[src/uac_consts.vh]
// Constants for the serial message framer
`ifndef UAC_CONSTS_VH
`define UAC_CONSTS_VH
`define UAC_MODE_PLAIN   2'h1
`define UAC_MODE_ESC     2'h2
`define UAC_DELIM        8'h7E
`define UAC_ESC_MARK     8'h7D
`define UAC_XON          8'h11
`define UAC_XOFF         8'h13
`define UAC_ESC_XOR      8'h20
`define UAC_CSUM_GOOD    8'hFF
`define UAC_ID_STATUS    8'h8A
`define UAC_ID_CMD       8'h08
`define UAC_ID_CMD_RESP  8'h88
`define UAC_ID_TX_REQ    8'h02
`define UAC_ID_TX_STAT   8'h8B
`define UAC_ID_RX_PKT    8'h82
`define UAC_ST_LEN       16'h0002
`define UAC_ST_BAD_CSUM  8'h01
`define UAC_ST_BAD_LEN   8'h02
`define UAC_ST_ABORT     8'h03
`define UAC_FIFO_DEPTH   4
`endif

[src/uac_fifo.v]
// Small synchronous FIFO with valid/ready on both sides
`timescale 1ns/100ps
`default_nettype none
module uac_fifo #(
  parameter W = 9,
  parameter D = 4
) (
  input  wire         clk_sys,
  input  wire         rst,
  input  wire         clk_en,
  input  wire         in_valid,
  output wire         in_ready,
  input  wire [W-1:0] in_data,
  output wire         out_valid,
  input  wire         out_ready,
  output wire [W-1:0] out_data
);
  localparam AW = (D > 1) ? $clog2(D) : 1;
  reg [W-1:0]  mem [0:D-1];   // Storage words
  reg [AW-1:0] wp_q;          // Write pointer
  reg [AW-1:0] rp_q;          // Read pointer
  reg [AW:0]   cnt_q;         // Fill level
  wire push;
  wire pop;
  assign in_ready  = clk_en & (cnt_q != D[AW:0]);
  assign out_valid = (cnt_q != {(AW+1){1'b0}});
  assign out_data  = mem[rp_q];
  assign push = in_valid & in_ready;
  assign pop  = clk_en & out_valid & out_ready;
  // Storage has no reset; only pointers and fill level need a defined value
  always @(posedge clk_sys) begin
    if (push) begin
      mem[wp_q] <= in_data;
    end
  end
  // Pointers wrap at the depth, which need not be a power of two
  always @(posedge clk_sys or posedge rst) begin
    if (rst) begin
      wp_q  <= {AW{1'b0}};
      rp_q  <= {AW{1'b0}};
      cnt_q <= {(AW+1){1'b0}};
    end else if (clk_en) begin
      if (push) begin
        wp_q <= (wp_q == D[AW-1:0] - 1'b1) ? {AW{1'b0}} : wp_q + 1'b1;
      end
      if (pop) begin
        rp_q <= (rp_q == D[AW-1:0] - 1'b1) ? {AW{1'b0}} : rp_q + 1'b1;
      end
      if (push & ~pop) begin
        cnt_q <= cnt_q + 1'b1;
      end else if (pop & ~push) begin
        cnt_q <= cnt_q - 1'b1;
      end
    end
  end
endmodule
`default_nettype wire

[src/uac_codec.v]
// Serial message framer: frame decoder, encoder and transparent path
`timescale 1ns/100ps
`default_nettype none
`include "uac_consts.vh"
module uac_codec (
  input  wire        clk_sys,
  input  wire        rst,
  input  wire        clk_en,
  input  wire [1:0]  api_mode_select,
  input  wire        rx_valid,
  output wire        rx_ready,
  input  wire [7:0]  serial_data_in,
  output wire        msg_valid,
  input  wire        msg_ready,
  output wire [7:0]  msg_data,
  output wire        msg_last,
  output reg  [7:0]  msg_type_q,
  output reg         frame_ok_q,
  output reg         frame_err_q,
  output reg         tx_req_seen_q,
  input  wire        om_valid,
  output reg         om_ready,
  input  wire [7:0]  om_data,
  input  wire [15:0] om_len,
  output reg         tx_valid_q,
  input  wire        tx_ready,
  output reg  [7:0]  serial_data_out_q
);
  // Decoder states, one-hot
  localparam D_IDLE = 5'h01;
  localparam D_LENH = 5'h02;
  localparam D_LENL = 5'h04;
  localparam D_DATA = 5'h08;
  localparam D_CSUM = 5'h10;
  // Encoder states, one-hot
  localparam E_IDLE = 5'h01;
  localparam E_LENH = 5'h02;
  localparam E_LENL = 5'h04;
  localparam E_BODY = 5'h08;
  localparam E_CSUM = 5'h10;
  // Reserved byte check, used by the encoder only
  function needs_esc;
    input [7:0] b;
    begin
      needs_esc = (b == `UAC_DELIM) | (b == `UAC_ESC_MARK) |
                  (b == `UAC_XON) | (b == `UAC_XOFF);
    end
  endfunction
  // Mode decode
  wire api_on = (api_mode_select == `UAC_MODE_PLAIN) |
                (api_mode_select == `UAC_MODE_ESC);
  wire esc_on = (api_mode_select == `UAC_MODE_ESC);
  // Decoder state
  reg [4:0]  dst_q;      // Decoder state
  reg        desc_q;     // Escape marker seen
  reg [7:0]  dlen_hi_q;  // Length high byte
  reg [15:0] dlen_q;     // Payload length
  reg [15:0] dcnt_q;     // Payload bytes taken
  reg [7:0]  dsum_q;     // Running sum
  // Shared status-frame request
  reg        err_pend_q; // Status frame owed to host
  reg [7:0]  err_code_q; // Failure kind
  reg        err_set;    // Decoder raises failure
  reg [7:0]  err_code;   // Failure kind this cycle
  reg        err_clr;    // Encoder takes the request
  // Encoder state
  reg [4:0]  est_q;      // Encoder state
  reg        int_q;      // Sending own status frame
  reg [7:0]  st_code_q;  // Snapshot of failure kind
  reg [15:0] elen_q;     // Length being sent
  reg [15:0] ecnt_q;     // Body bytes sent
  reg [7:0]  esum_q;     // Body sum
  reg        epend_q;    // Escaped byte still owed
  reg [7:0]  ebyte_q;    // Transformed byte owed
  reg        emit_en;    // A byte leaves this cycle
  reg [7:0]  emit_b;     // Unescaped byte value
  reg        emit_raw;   // Byte bypasses escaping
  wire       tx_free;
  wire       go;
  // Receive-side helpers
  wire       f_in_ready;
  wire [7:0] rx_val = desc_q ? (serial_data_in ^ `UAC_ESC_XOR)
                             : serial_data_in;
  // In plain mode a 0x7E inside a frame is data; escaped mode never has one
  wire restart = api_on & (serial_data_in == `UAC_DELIM) &
                 (esc_on | (dst_q == D_IDLE));
  wire is_mark = esc_on & ~desc_q & (serial_data_in == `UAC_ESC_MARK);
  wire in_data = ~api_on | (dst_q == D_DATA);
  assign rx_ready = clk_en & (in_data ? f_in_ready : 1'b1);
  wire rx_take = rx_valid & rx_ready;
  wire d_last  = (dcnt_q == dlen_q - 16'h0001);
  wire f_push  = rx_take & (~api_on | ((dst_q == D_DATA) & ~restart & ~is_mark)); // Framed modes push payload bytes only, not escape marks or restart delimiters
  wire [8:0] f_din = api_on ? {d_last, rx_val} : {1'b0, serial_data_in};
  // Payload buffer toward the message consumer; back-pressure stalls input
  uac_fifo #(
    .W (9),
    .D (`UAC_FIFO_DEPTH)
  ) u_fifo (
    .clk_sys   (clk_sys),
    .rst       (rst),
    .clk_en    (clk_en),
    .in_valid  (f_push),
    .in_ready  (f_in_ready),
    .in_data   (f_din),
    .out_valid (msg_valid),
    .out_ready (msg_ready),
    .out_data  ({msg_last, msg_data})
  );
  // Failure detection from the decoder, combinational
  always @* begin
    err_set  = 1'b0;
    err_code = `UAC_ST_ABORT;
    if (rx_take & api_on) begin
      if (restart) begin
        // Partial frame abandoned, reported as aborted
        err_set  = (dst_q != D_IDLE);
        err_code = `UAC_ST_ABORT;
      end else if (~is_mark & (dst_q == D_LENL) &
                   ({dlen_hi_q, rx_val} == 16'h0000)) begin
        err_set  = 1'b1;
        err_code = `UAC_ST_BAD_LEN;
      end else if (~is_mark & (dst_q == D_CSUM) &
                   ((dsum_q + rx_val) != `UAC_CSUM_GOOD)) begin
        err_set  = 1'b1;
        err_code = `UAC_ST_BAD_CSUM;
      end
    end
  end
  // Frame decoder
  always @(posedge clk_sys or posedge rst) begin
    if (rst) begin
      dst_q         <= D_IDLE;
      desc_q        <= 1'b0;
      dlen_hi_q     <= 8'h00;
      dlen_q        <= 16'h0000;
      dcnt_q        <= 16'h0000;
      dsum_q        <= 8'h00;
      msg_type_q    <= 8'h00;
      frame_ok_q    <= 1'b0;
      frame_err_q   <= 1'b0;
      tx_req_seen_q <= 1'b0;
    end else if (clk_en) begin
      frame_ok_q    <= 1'b0;
      frame_err_q   <= err_set;
      tx_req_seen_q <= 1'b0;
      if (~api_on) begin
        // Transparent: no framing state kept
        dst_q  <= D_IDLE;
        desc_q <= 1'b0;
      end else if (rx_take) begin
        if (restart) begin
          dst_q  <= D_LENH;
          desc_q <= 1'b0;
        end else if (is_mark) begin
          desc_q <= 1'b1;
        end else begin
          desc_q <= 1'b0;
          case (dst_q)
            D_IDLE: begin
              // Bytes before a delimiter are dropped
              dst_q <= D_IDLE;
            end
            D_LENH: begin
              dlen_hi_q <= rx_val;
              dst_q     <= D_LENL;
            end
            D_LENL: begin
              dlen_q <= {dlen_hi_q, rx_val};
              dcnt_q <= 16'h0000;
              dsum_q <= 8'h00;
              dst_q  <= ({dlen_hi_q, rx_val} == 16'h0000) ? D_IDLE : D_DATA;
            end
            D_DATA: begin
              if (dcnt_q == 16'h0000) begin
                msg_type_q <= rx_val;
              end
              dsum_q <= dsum_q + rx_val;
              dcnt_q <= dcnt_q + 16'h0001;
              if (d_last) begin
                dst_q <= D_CSUM;
              end
            end
            D_CSUM: begin
              dst_q <= D_IDLE;
              if ((dsum_q + rx_val) == `UAC_CSUM_GOOD) begin
                frame_ok_q    <= 1'b1;
                // Core launches the radio packet on this pulse
                tx_req_seen_q <= (msg_type_q == `UAC_ID_TX_REQ);
              end
            end
            default: begin
              dst_q <= D_IDLE;
            end
          endcase
        end
      end
    end
  end
  // Pending status frame; a new failure wins over the take
  always @(posedge clk_sys or posedge rst) begin
    if (rst) begin
      err_pend_q <= 1'b0;
      err_code_q <= 8'h00;
    end else if (clk_en) begin
      if (err_set) begin
        err_pend_q <= 1'b1;
        err_code_q <= err_code;
      end else if (err_clr) begin
        err_pend_q <= 1'b0;
      end
    end
  end
  // Encoder output slot
  assign tx_free = ~tx_valid_q | tx_ready;
  assign go      = clk_en & tx_free;
  // Encoder byte selection
  always @* begin
    emit_en  = 1'b0;
    emit_b   = 8'h00;
    emit_raw = 1'b0;
    om_ready = 1'b0;
    err_clr  = 1'b0;
    if (go) begin
      if (epend_q) begin
        // Second half of an escape pair
        emit_en  = 1'b1;
        emit_b   = ebyte_q;
        emit_raw = 1'b1;
      end else begin
        case (est_q)
          E_IDLE: begin
            if (~api_on) begin
              // Core bytes go out unaltered
              emit_en  = om_valid;
              emit_b   = om_data;
              emit_raw = 1'b1;
              om_ready = 1'b1;
            end else if (err_pend_q | om_valid) begin
              emit_en  = 1'b1;
              emit_b   = `UAC_DELIM;
              emit_raw = 1'b1;
              err_clr  = err_pend_q;
            end
          end
          E_LENH: begin
            emit_en = 1'b1;
            emit_b  = elen_q[15:8];
          end
          E_LENL: begin
            emit_en = 1'b1;
            emit_b  = elen_q[7:0];
          end
          E_BODY: begin
            // Own status frame: identifier then failure kind
            if (int_q) begin
              emit_en = 1'b1;
              emit_b  = (ecnt_q == 16'h0000) ? `UAC_ID_STATUS : st_code_q;
            end else begin
              // Core frames carry 0x88, 0x8B, 0x82 identifiers as given
              emit_en  = om_valid;
              emit_b   = om_data;
              om_ready = 1'b1;
            end
          end
          E_CSUM: begin
            emit_en = 1'b1;
            emit_b  = `UAC_CSUM_GOOD - esum_q;
          end
          default: begin
            emit_en = 1'b0;
          end
        endcase
      end
    end
  end
  // Encoder sequencing and escaping
  always @(posedge clk_sys or posedge rst) begin
    if (rst) begin
      est_q             <= E_IDLE;
      int_q             <= 1'b0;
      st_code_q         <= 8'h00;
      elen_q            <= 16'h0000;
      ecnt_q            <= 16'h0000;
      esum_q            <= 8'h00;
      epend_q           <= 1'b0;
      ebyte_q           <= 8'h00;
      tx_valid_q        <= 1'b0;
      serial_data_out_q <= 8'h00;
    end else if (go) begin
      tx_valid_q <= emit_en;
      epend_q    <= 1'b0;
      if (emit_en) begin
        if (esc_on & ~emit_raw & needs_esc(emit_b)) begin
          serial_data_out_q <= `UAC_ESC_MARK;
          epend_q           <= 1'b1;
          ebyte_q           <= emit_b ^ `UAC_ESC_XOR;
        end else begin
          serial_data_out_q <= emit_b;
        end
      end
      if (emit_en & ~epend_q) begin
        case (est_q)
          E_IDLE: begin
            if (api_on) begin
              int_q     <= err_pend_q;
              st_code_q <= err_code_q;
              elen_q    <= err_pend_q ? `UAC_ST_LEN : om_len;
              est_q     <= E_LENH;
            end
          end
          E_LENH: begin
            est_q <= E_LENL;
          end
          E_LENL: begin
            ecnt_q <= 16'h0000;
            esum_q <= 8'h00;
            est_q  <= (elen_q == 16'h0000) ? E_CSUM : E_BODY;
          end
          E_BODY: begin
            esum_q <= esum_q + emit_b;
            ecnt_q <= ecnt_q + 16'h0001;
            if (ecnt_q == elen_q - 16'h0001) begin
              est_q <= E_CSUM;
            end
          end
          E_CSUM: begin
            est_q <= E_IDLE;
          end
          default: begin
            est_q <= E_IDLE;
          end
        endcase
      end
    end
  end
endmodule
`default_nettype wire

[config.mk]
export PLATFORM = sky130hd
export DESIGN_NAME = uac_codec
export DESIGN_NICKNAME = d
export VERILOG_FILES = /design/src/uac_fifo.v /design/src/uac_codec.v
export VERILOG_INCLUDE_DIRS = /design/src
export SDC_FILE = /design/constraint.sdc
export NUM_CORES = 1
export LEC_CHECK = 0
export ABC_AREA = 1
export BUFFER_PORTS_ARGS = -buffer_cell sky130_fd_sc_hd__buf_2
export CAP_MARGIN = 15
export CORE_ASPECT_RATIO = 2
export CORE_MARGIN = 1
export CORE_UTILIZATION = 50
export DETAILED_ROUTE_END_ITERATION = 8
export GPL_TIMING_DRIVEN = 0
export PLACE_DENSITY_LB_ADDON = 0.08
export RECOVER_POWER = 100
export SYNTH_ARGS = -nofsm -noshare
export SYNTH_HDL_FRONTEND = slang
export SYNTH_SLANG_ARGS = --single-unit
[constraint.sdc]
create_clock -name clk_sys -period 6.3 [get_ports clk_sys]
set_input_delay 1.89 -clock clk_sys [delete_from_list [all_inputs] [get_ports clk_sys]]
set_output_delay 1.89 -clock clk_sys [all_outputs]
set_load 0.03 [all_outputs]
Word-level counts from Yosys, hierarchy flattened

Memories as Yosys holds them, arrays and structs flattened.
Index checks and enable logic that the tools add are counted.

Bits in writable memories: 36
Memories kept: 1
Input port bits: 41
Logic and storage cells: 220
Output and inout port bits: 32
Register bits after elaboration: 153

Memory list:

| memory     | words | width | read ports | clocked after memory_dff | write ports | line          | source |
|---|---|---|---|---|---|---|---|
| u_fifo.mem | 4     | 9     | 1          | 0                        | 1           | uac_fifo.v:19 | `reg [W-1:0] mem [0:D-1];` |

Reduce and logical (&&, ||, !) cells: 26
Bitwise gates (word level): 44
Add/subtract/negate cells: 11
Equal/unequal tests: 32
Mux-type cells: 81

Operators by type and width:

| kind                                                                 | count |
|---|---|
| 16-bit zero test                                                     | 4 |
| 16-bit case mux with 2 select lines                                  | 2 |
| 8-bit 2-to-1 mux                                                     | 6 |
| 1-bit 2-to-1 mux                                                     | 45 |
| 5-bit 2-to-1 mux                                                     | 8 |
| 8-bit case mux with 5 select lines                                   | 1 |
| 16-bit by 1-bit adder with 16-bit output, second input constant      | 2 |
| 16-bit == test                                                       | 2 |
| 8-bit by 7-bit == test with 1-bit output, second input constant      | 4 |
| 8-bit case mux with 2 select lines                                   | 2 |
| 16-bit by 1-bit subtractor with 16-bit output, second input constant | 2 |
| 1-bit bitwise AND                                                    | 24 |
| 5-bit case mux with 4 select lines                                   | 1 |
| 6-bit AND reduction                                                  | 3 |
| 8-bit adder                                                          | 2 |
| 8-bit by 5-bit == test with 1-bit output, second input constant      | 2 |
| 16-bit 2-to-1 mux                                                    | 1 |
| 5-bit case mux with 3 select lines                                   | 1 |
| 2-bit AND reduction                                                  | 7 |
| 2-bit 2-to-1 mux                                                     | 6 |
| 4-bit AND reduction                                                  | 3 |
| 1-bit inverter                                                       | 11 |
| 5-bit by 1-bit == test with 1-bit output, second input constant      | 2 |
| 5-bit by 2-bit == test with 1-bit output, second input constant      | 2 |
| other kinds (30)                                                     | 51 |

Logic depth before layout (Yosys ltp)

Gate-level depths: netlist (run 1).

Word-level depth: 14
Gate-level depth with buffers: 24

By module

A second synthesis (run 1) with hierarchy kept.

Cells, all modules: 1,317
Area total of the unflattened synthesis: 10,463.8 sq um

By module, submodules not included:

| module    | sequential area each (sq um) | area each (sq um) | cells an instance | times used |
|---|---|---|---|---|
| uac_codec | 3,355.7                      | 8,548.2           | 1,150             | 1 |
| uac_fifo  | 1,256.2                      | 1,915.6           | 167               | 1 |

Least setup slack after synthesis (run 1)

No wires, ideal clock.

Kind: input to output
Start: input api_mode_select[0]
End: output om_ready
Stages: 5
Path slack: 1.481 ns
Data arrival time: 2.929 ns
Path buffers: 1
Cells stage by stage: inv_1 > ha_1 > buf_2 > nand2_4 > a21oi_1

Longest elaborated chain between the ends: 6
Elaborated cells between the ends (all ways): 7
Those cells by class: eq/ne: 2; mux: 4; bitwise: 1

Ends and longest elaborated chain:

| item                                                                                       | line            | source |
|---|---|---|
| start: declaration                                                                         | uac_codec.v:9   | `input wire [1:0] api_mode_select,` |
| 2-bit by 1-bit == test with 1-bit output (no line) / 2-bit == test (equally long branches) | n/a             |  |
| 1-bit OR (*)                                                                               | uac_codec.v:50  | `` wire api_on = (api_mode_select == `UAC_MODE_PLAIN) \| `` |
| 1-bit 2-to-1 mux (*)                                                                       | uac_codec.v:232 | `if (~api_on) begin` |
| 1-bit case mux with 2 select lines (*)                                                     | uac_codec.v:230 | `case (est_q)` |
| 1-bit 2-to-1 mux (*)                                                                       | uac_codec.v:224 | `if (epend_q) begin` |
| 1-bit 2-to-1 mux (*)                                                                       | uac_codec.v:223 | `if (go) begin` |
| end: declaration                                                                           | uac_codec.v:22  | `output reg om_ready,` |

Every way passes the cells marked *; elsewhere a longest branch is shown, timed or not.

Worst setup path after layout (run 1)

Start: input clk_en
End: output om_ready

Longest elaborated chain between the ends: 2

Ends and longest elaborated chain:

| item               | line            | source |
|---|---|---|
| start: declaration | uac_codec.v:8   | `input wire clk_en,` |
| 1-bit bitwise AND  | uac_codec.v:215 | `assign go = clk_en & tx_free;` |
| 1-bit 2-to-1 mux   | uac_codec.v:223 |  |

No other way between the ends.

==> results.py, run 1 <==
metrics = {
    "routing": {
        "drc": 0,
        "vias_per_cell": 5.48,
        "first_pass_iters": 5,
        "routedWlPerCell_um": 17.7,
        "vias": 9311,
        "drt_iter0_drc": 436,
        "ant_nets": 0,
        "finalWirelength_um": 30100,
    },
    "sta": {
        "tightest_slew_ns": 2.39,
        "rsz0062_at_grt": "false",
        "finClkSkew_ns": 0.0107,
        "finalHoldViolCount": 0,
        "max_freq_mhz": 179,
        "setup_viol": 0,
        "layout_setup_ws_ns": 0.719,
        "fin_crit_sh": 0.886,
        "maxSlewViolCount": 50,
        "period_minus_slack_ns": 5.58,
        "slew_headroom": -0.604,
    },
    "synthesis": {
        "ys_seq_area_frac": 0.440,
        "synth-edff-count": 36,
        "yosysMostFrequentCell": "nand2_1",
        "ys_seq_elements": 177,
        "synth_flop_cell": "dfrtp_1",
        "postSynthAreaPerCell_sq_um": 7.91,
        "yosys_warnings": 0,
        "async_flop_share": 0.797,
        "synth_cell_types": 50,
        "synthTopCellsByArea": "dfrtp_1, nand2_1, edfxtp_1, nor2_1, inv_1",
        "synth.cell_area_sq_um": 10500,
        "synth_top_cell_by_area": "dfrtp_1",
        "synthCells": 1327,
        "synth_nets": 1398,
        "synth_common_cells": "nand2_1, nor2_1, inv_1",
        "yosys.area.top_type_share": 0.332,
    },
    "final_layout": {
        "drive_above_1_share": 0.0740,
        "nets": 1490,
        "n_fill_cell": 2031,
        "num_antenna_cells": 0,
        "stdcell_count": 1698,
        "area.growth.synth_to_final_pct": 11.1,
    },
    "status": {
        "violations": "capacitance limit, slew limit",
        "outcome": "complete, but fails checks",
    },
    "setup_path": {
        "max_stage_delay_ns": 0.37,
        "crit_arrival_ns": 3.69,
        "path_cells": "clkbuf_1, o21ai_0, inv_1, buf_2, nand2_1, a21oi_1, buf_2",
        "regToRegStartpoint": "est_q[1]",
        "cpMostUsedCell": "buf_2",
        "cpMaxStageDelayCell": "clkbuf_1",
        "criticalPathCategory": "input pin to primary output",
        "crit_path_start_kind": "input pin",
        "cp-end-kind": "primary output",
        "reg2regPathDepth": 14,
        "crit_fanout": 10,
        "cp-endpoint": "om_ready",
        "cp_data_required_time_ns": 4.41,
        "timing.rr.end": "elen_q[5]",
        "startpoint": "clk_en",
        "ff2ff_setup_slack_ns": 2.36,
    },
    "power": {
        "pwr-share-clk": 0.262,
        "switching_share": 0.415,
        "p_leak_uw": 0.00551,
        "combPwrFrac": 0.366,
        "seq_power_share": 0.372,
        "p_sw_uw": 1670,
        "max-vdd-ir-drop_mv": 0.183,
        "p_per_area_nw_per_um2": 346,
        "power.internal_uw": 2360,
    },
    "job": {
        "drv_cap": 1,
    },
    "cts": {
        "cts.hold.buffers_added": 0,
        "cts_max_path_buffers": 2,
        "insertion_delay_ns": 0.45,
        "post_cts_buffers": 0,
        "path_clk_slew_ns": 0.06,
        "cts_resized": 0,
        "htree_levels": 4,
        "cts_buffers": 17,
        "cts_root_buf": "clkbuf_16",
        "clock_sinks": 177,
        "cts_tree": "done",
    },
    "global_route": {
        "antenna_found_initial": 0,
        "grt_pass1_wl_um": 47400,
        "grt_use_total": 0.291,
        "grt-ovfl-total": 0,
        "grt_pass1_vias": 9252,
        "grt_start_max_net_pins": 93,
    },
    "die": {
        "die_w_um": 104,
        "num_rows": 74,
        "core_area_sq_um": 20500,
        "initial_core_util": 0.513,
        "dieArea_sq_um": 21600,
        "pin_count": 73,
        "die_h_um": 207,
    },
    "place": {
        "placedCellCount": 1666,
        "numPortBuffers": 72,
        "dp_slack_ns": 0.922,
        "hpwl_um": 23500,
        "gp_congestion": 0.904,
    },
    "worst_hold_path": {
        "hold_path_class": "flip-flop to flip-flop",
        "hold_depth": 2,
    },
}
==> layout by cell type (no fill, tap or decap), types with 24 or more instances in the layout <==
| cell type | instances |
|---|---|
| inv_1 | 150 |
| dfrtp_1 | 139 |
| o21ai_0 | 116 |
| nor2_1 | 152 |
| nand3_1 | 76 |
| ha_1 | 27 |
| edfxtp_1 | 36 |
| nor4_1 | 24 |
| nand2_1 | 307 |
| clkbuf_1 | 71 |
| nand4_1 | 41 |
| buf_2 | 35 |
| xor2_1 | 54 |
| a21oi_1 | 29 |
==> critical path: cells and delay by family <==
family          cells  cell delay (ns)
compound gates      2             0.62
buf+inv             4             1.04
simple gates        1             0.12
==> final cells by class <==
class                           instances  area [sq um]  area share
Sequential cell                       177          4610       0.396
Inverter                              158           599      0.0514
Timing Repair Buffer                   73           338      0.0290
Tap cell                              266           333      0.0286
Buffer                                 34           146      0.0126
Multi-Input combinational cell        958          5050       0.433
Clock inverter                         11           134      0.0115
Clock buffer                           21           440      0.0378
==> flip-flops by register name (all words and copies together), names as in the netlist, 5 cells and up <==
| signal | cells |
|---|---|
| u_fifo.mem | 36 |
| dcnt_q | 16 |
| dlen_q | 16 |
| ecnt_q | 16 |
| elen_q | 16 |
| dlen_hi_q | 8 |
| dsum_q | 8 |
| ebyte_q | 8 |
| esum_q | 8 |
| msg_type_q | 8 |
| serial_data_out_q | 8 |
| dst_q | 5 |
| est_q | 5 |
==> metrics by stage <==
stage / setup TNS, ns / total power [uW] / utilization / cell area [sq um] / hold WS, ns
3_5_place_dp: 0 / 3030 / 0.548 / 11200 / 0.458
3_3_place_gp: -165.97 / 3010 / 0.547 / 11200 / 0.451
4_1_cts: 0 / 4080 / 0.576 / 11800 / 0.479
5_1_grt: 0 / 4280 / 0.570 / 11700 / 0.501
2_1_floorplan: 0 / 2560 / - / 10500 / 0.434
6_report: 0 / 4030 / 0.570 / 11700 / 0.472
==> worst min path at each step <==
stage,to,start,slack (ns)
2_1_floorplan,ebyte_q[4],ebyte_q[4],0.43
3_3_place_gp,ebyte_q[4],ebyte_q[4],0.45
3_5_place_dp,ebyte_q[4],ebyte_q[4],0.46
4_1_cts,ebyte_q[4],ebyte_q[4],0.48
5_1_grt,ebyte_q[0],ebyte_q[0],0.50
6_report,ebyte_q[4],ebyte_q[4],0.47
==> layer usage <==
layer | GRT usage | vias to the layer above | share of wire
li1 | - | 4568 | -
met1 | 0.285 | 4419 | 0.36
met2 | 0.551 | 225 | 0.54
met3 | 0.0408 | 99 | 0.030
met4 | 0.217 | 0 | 0.072
met5 | 0 | - | 0
==> cells by family (layout without fill, tap and decap cells) <==
logic type      after synthesis  after routing  synth area share
xor+xnor                     76             76            0.0634
simple gates                657            657             0.280
fa+ha+maj                    30             30            0.0379
compound gates              191            191             0.101
flops                       177            177             0.440
mux                           4              4           0.00429
buf+inv                     192            297            0.0737
==> power groups by stage <==
stage | registers [uW] | logic [uW] | clock network [uW]
final | 1500 | 1470 | 1050
after floorplan | 1510 | 1050 | 0
after global routing | 1520 | 1640 | 1120
after detailed placement | 1520 | 1510 | 0
after CTS | 1500 | 1510 | 1070
after global placement | 1520 | 1490 | 0
Note: power is estimated with default switching activity, not from simulation.
==> run 2: changes to the inputs <==
--- a/config.mk
+++ b/config.mk
@@ -16,6 +16,7 @@
 export GPL_TIMING_DRIVEN = 0
 export PLACE_DENSITY_LB_ADDON = 0.08
 export RECOVER_POWER = 100
+export REMOVE_ABC_BUFFERS = 1
 export SYNTH_ARGS = -nofsm -noshare
 export SYNTH_HDL_FRONTEND = slang
 export SYNTH_SLANG_ARGS = --single-unit
==> run 2 against run 1 <==
Die area stayed put. The run still ends with capacitance limit, slew limit left. Sequential cell count is the same. Combinational power is 3% lower. Register-to-register slack lost 0.60 ns. Via count fell by 1.7%. Maximum frequency decreased by 3.3%. Sequential power hardly changed.
==> results.py, run 2 (synthesized netlist as in run 1, its figures left out) <==
metrics = {
    "cts": {
        "cts_tree": "done",
        "cts_root_buf": "clkbuf_16",
        "path_clk_slew_ns": 0.07,
        "cts.hold.buffers_added": 0,
        "cts_resized": 0,
        "htree_levels": 4,
        "insertion_delay_ns": 0.45,
        "cts_buffers": 17,
        "clock_sinks": 177,
        "cts_max_path_buffers": 2,
        "post_cts_buffers": 0,
    },
    "setup_path": {
        "cp.buffers_inverters": 6,
        "regToRegStartpoint": "est_q[3]",
        "cp-end-kind": "flip-flop",
        "ff2ff_setup_slack_ns": 1.76,
        "crit_arrival_ns": 6.09,
        "cp_data_required_time_ns": 6.61,
        "timing.rr.end": "elen_q[1]",
        "path_delay_family": "buffers and inverters",
        "criticalPathCategory": "input pin to flip-flop",
        "reg2regPathDepth": 14,
        "crit_path_start_kind": "input pin",
        "path_cells": "buf_2, inv_1, ha_1, clkinv_1, o211ai_1, nand4_1, o21ai_2, inv_2, nand2_1, inv_2, nand3_1, inv_1, nand4_1, o21ai_0",
        "crit_fanout": 21,
        "cpMaxStageDelayCell": "ha_1",
        "max_stage_delay_ns": 0.72,
    },
    "place": {
        "numPortBuffers": 72,
        "placed_area_sq_um": 11000,
        "placedCellCount": 1632,
        "hpwl_um": 21600,
        "gp_congestion": 0.917,
    },
    "power": {
        "p_per_area_nw_per_um2": 345,
        "max-vdd-ir-drop_mv": 0.221,
        "p_leak_uw": 0.00543,
    },
    "final_layout": {
        "stdcell_count": 1664,
        "design_area_sq_um": 11500,
        "drive_above_1_share": 0.0715,
        "largest_reg_flops": 36,
        "num_antenna_cells": 0,
        "final_cell_mix": "nand2_1, nor2_1, inv_1",
        "top_register": "u_fifo.mem",
        "nets": 1456,
        "final_common_cell": "nand2_1",
        "area.growth.synth_to_final_pct": 9.24,
    },
    "sta": {
        "maxSlewViolCount": 144,
        "slew_headroom": -0.598,
        "tightest_slew_ns": 2.38,
        "period_minus_slack_ns": 5.77,
        "setup_viol": 0,
        "rsz0062_at_grt": "false",
        "max_freq_mhz": 173,
        "fin_crit_sh": 0.916,
        "fin_hold_ws_ns": 0.473,
        "fin_tns_setup_ns": 0,
        "finalHoldViolCount": 0,
        "finClkSkew_ns": 0.0107,
    },
    "global_route": {
        "grt_use_total": 0.276,
        "antenna_found_initial": 0,
        "grt_pass1_wl_um": 45600,
        "grt_pass1_vias": 9126,
        "grt_start_max_net_pins": 90,
        "grt-ovfl-total": 0,
    },
    "routing": {
        "vias_per_cell": 5.50,
        "first_pass_iters": 5,
        "ant_nets": 0,
        "drt_iter0_drc": 415,
        "vias": 9150,
        "drc": 0,
        "routedWlPerCell_um": 17.1,
        "finalWirelength_um": 28400,
    },
    "die": {
        "dieArea_sq_um": 21600,
        "die_h_um": 207,
        "core_area_sq_um": 20500,
        "num_rows": 74,
        "initial_core_util": 0.513,
        "die_w_um": 104,
        "pin_count": 73,
    },
    "status": {
        "violations": "capacitance limit, slew limit",
        "outcome": "complete, but fails checks",
    },
    "worst_hold_path": {
        "hold_path_class": "flip-flop to flip-flop",
        "hold_depth": 2,
        "hold-path-endpoint": "ebyte_q[7]",
        "worstHoldStart": "ebyte_q[7]",
    },
    "job": {
        "drv_cap": 2,
    },
}
## run 2: cell count changes in the layout (fill, tap and decap cells not counted), sizes merged
| cell | before | now |
|---|---|---|
| bufinv | 2 | 1 |
| buf | 40 | 32 |
| inv | 157 | 159 |
| clkinvlp | 2 | 4 |
| clkinv | 8 | 6 |
| clkbuf | 88 | 61 |
## run 2: worst max-delay path by stage
stage	slack (ns)	from	endpoint	depth (start not counted)
final	0.53	api_mode_select[0]	ecnt_q[3]	14
after global routing	0.08	api_mode_select[0]	ecnt_q[8]	14
after CTS	0.57	api_mode_select[0]	ecnt_q[3]	14
after detailed placement	0.11	api_mode_select[0]	ecnt_q[3]	14
after global placement	-1.18	rst	elen_q[12]	2
after floorplan	0.63	rst	dcnt_q[0]	1
## run 2: cell type report
| type | instances | area, sq um |
|---|---|---|
| tap | 266 | 333 |
| sequential | 177 | 4610 |
| multi-input combinational | 958 | 5050 |
| clock buffer | 20 | 447 |
| fill | 2006 | 9000 |
| timing repair buffer | 73 | 315 |
| inverter | 158 | 599 |
| clock inverter | 12 | 109 |
## run 2: tightest hold or removal path, cell delays in order (launching register included)
cell and delay (ns):
dfrtp_1 0.35, nand2_1 0.05, inv_1 0.04
## run 2: stage by stage
| step | setup WS (ns) | total power [uW] | util |
|---|---|---|---|
| CTS | 0.571 | 4010 | 0.567 |
| global route | 0.0794 | 4200 | 0.560 |
| detailed placement | 0.109 | 2980 | 0.540 |
| global placement | -1.18 | 2960 | 0.538 |
| floorplan | 0.632 | 2530 | - |
| finish | 0.528 | 3960 | 0.560 |
## run 2: power by group
group | total (uW) | switching [uW] | leakage [uW] | internal [uW]
Clock | 1020 | 464 | 0.000262 | 555
Combinational | 1420 | 1010 | 0.00304 | 413
Sequential | 1520 | 191 | 0.00212 | 1330
Total | 3960 | 1660 | 0.00543 | 2300
## run 2: per-layer routing
metal / track usage / share of wire / routed length, um / up-vias
met2: 0.517 / 0.54 / 15300 / 226
met5: 0 / 0 / 0 / -
met1: 0.282 / 0.37 / 10600 / 4337
li1: - / - / - / 4502
met4: 0.189 / 0.058 / 1640 / 0
met3: 0.0392 / 0.030 / 846 / 85
==> run 3: changes to the inputs <==
==> constraint.sdc (replaced) <==
create_clock -name clk_sys -period 6.3 [get_ports clk_sys]
set_input_delay 1.26 -clock clk_sys [delete_from_list [all_inputs] [get_ports clk_sys]]
set_output_delay 1.26 -clock clk_sys [all_outputs]
set_load 0.03 [all_outputs]
==> run 3 against run 2 <==
The flow still finishes with violations (capacitance limit, slew limit). Final cell count is the same. Maximum frequency up 7.6%. Via count about the same. Clock-buffer cell count stayed put. First-iteration DRC count rose by 2.9%. Non-clock buffer count is the same. Combinational power about the same. Clock power about the same. Die area unchanged. Sequential share of layout area barely moved. Global-route usage did not move. Wire length shrank 0.12%. Critical path type unchanged. Largest power group unchanged. Highest routed layer unchanged.
==> results.py, run 3 (synthesized netlist as in run 1, its figures left out) <==
metrics = {
    "routing": {
        "vias_per_cell": 5.50,
        "route.met2.wl_um": 15300,
        "drt_iter0_drc": 427,
        "highest_layer": "met4",
        "finalWirelength_um": 28400,
        "ant_nets": 0,
        "drc": 0,
        "vias": 9155,
        "first_pass_iters": 5,
        "routedWlPerCell_um": 17.1,
        "m1WireLength_um": 10600,
        "wl_met3_um": 871,
    },
    "sta": {
        "max_freq_mhz": 186,
        "period_minus_slack_ns": 5.36,
        "rsz0062_at_grt": "false",
        "maxSlewViolCount": 144,
        "finalHoldViolCount": 0,
        "setup_viol": 0,
        "layout_setup_ws_ns": 0.935,
        "finClkSkew_ns": 0.0104,
        "fin_crit_sh": 0.852,
        "tightest_slew_ns": 2.38,
        "slew_headroom": -0.597,
    },
    "power": {
        "max-vdd-ir-drop_mv": 0.223,
        "p_per_area_nw_per_um2": 345,
        "totalPowerFinal_uw": 3960,
        "p_leak_uw": 0.00543,
    },
    "die": {
        "core_area_sq_um": 20500,
        "num_rows": 74,
        "pin_count": 73,
        "dieArea_sq_um": 21600,
        "die_w_um": 104,
        "initial_core_util": 0.513,
        "die_h_um": 207,
    },
    "cts": {
        "clock_sinks": 177,
        "cts_resized": 0,
        "path_clk_slew_ns": 0.07,
        "htree_levels": 4,
        "cts_tree": "done",
        "insertion_delay_ns": 0.46,
        "cts.hold.buffers_added": 0,
        "cts_root_buf": "clkbuf_16",
        "post_cts_buffers": 0,
        "cts_max_path_buffers": 2,
        "cts_buffers": 17,
    },
    "status": {
        "outcome": "complete, but fails checks",
        "violations": "capacitance limit, slew limit",
    },
    "global_route": {
        "antenna_found_initial": 0,
        "grt_pass1_vias": 9126,
        "grt_start_max_net_pins": 90,
        "grt_pass1_wl_um": 45600,
        "grt_use_total": 0.276,
        "grt-ovfl-total": 0,
    },
    "place": {
        "gp_congestion": 0.917,
        "placedCellCount": 1632,
        "numPortBuffers": 72,
        "dp_slack_ns": 0.739,
        "hpwl_um": 21600,
    },
    "final_layout": {
        "multi_input_area_sq_um": 5050,
        "final_common_cell": "nand2_1",
        "final_cell_mix": "nand2_1, inv_1, nor2_1",
        "n_fill_cell": 2004,
        "drive_above_1_share": 0.0708,
        "num_antenna_cells": 0,
        "area.growth.synth_to_final_pct": 9.31,
        "top_register": "u_fifo.mem",
        "largest_reg_flops": 36,
        "nets": 1456,
        "final-seq-area_sq_um": 4610,
        "stdcell_count": 1664,
    },
    "setup_path": {
        "cp_data_required_time_ns": 6.62,
        "ff2ff_setup_slack_ns": 1.64,
        "criticalPathCategory": "input pin to flip-flop",
        "crit_arrival_ns": 5.68,
        "cp-end-kind": "flip-flop",
        "crit_fanout": 21,
        "crit_path_start_kind": "input pin",
    },
    "job": {
        "drv_cap": 2,
    },
    "worst_hold_path": {
        "hold_path_class": "flip-flop to flip-flop",
    },
}
==> run 3: cell count changes in the layout (fill, tap and decap cells not counted) <==
cell     before  now
inv_1       150  152
nand2_4       1    2
inv_2         5    3
nand2_1     308  307
==> run 3: metrics by stage <==
step	utilization	hold WS (ns)	TNS [ns]	cell area [sq um]
after floorplan	-	0.435	0	10300
after global placement	0.538	0.452	-74.21	11000
after detailed placement	0.540	0.454	0	11000
after CTS	0.567	0.473	0	11600
after global routing	0.560	0.505	0	11500
final	0.560	0.473	0	11500
==> run 3: path summary, 6_finish.rpt <==
kind / from / cells past startpoint / end
worst max-delay path: api_mode_select[0] / 14 / ecnt_q[3]
worst min-delay path: ebyte_q[7] / 2 / ebyte_q[7]
worst max register to register: est_q[3] / 14 / elen_q[1]
worst min register to register: ebyte_q[7] / 2 / ebyte_q[7]
max in group asynchronous: rst / 3 / elen_q[10]
min in group asynchronous: rst / 2 / dcnt_q[6]
==> run 3: worst max-delay path, cell delays in order <==
cell,delay (ns)
buf_2,0.08
inv_1,0.03
ha_1,0.73
clkinv_1,0.54
o211ai_1,0.30
nand4_1,0.18
o21ai_2,0.47
inv_1,0.31
nand2_1,0.23
inv_1,0.23
nand3_1,0.66
inv_1,0.40
nand4_1,0.15
o21ai_0,0.10
==> run 3: cell type report <==
class | count | share of cell area
clock buffers | 20 | 0.0389
clock inverters | 12 | 0.00949
inverters | 158 | 0.0523
multi-input cells | 958 | 0.441
flip-flops and latches | 177 | 0.402
well taps | 266 | 0.0290
repair buffers | 73 | 0.0275
==> run 3: per-layer routing <==
metal	track usage	vias to the layer above
met5	0	-
met4	0.189	0
met3	0.0392	84
met2	0.517	230
met1	0.282	4340
li1	-	4501
==> run 3: power breakdown <==
| part | internal, uW | switching, uW | leakage, uW |
|---|---|---|---|
| registers | 1330 | 191 | 0.00212 |
| logic | 412 | 1010 | 0.00304 |
| clock network | 555 | 465 | 0.000262 |
| total | 2300 | 1660 | 0.00543 |
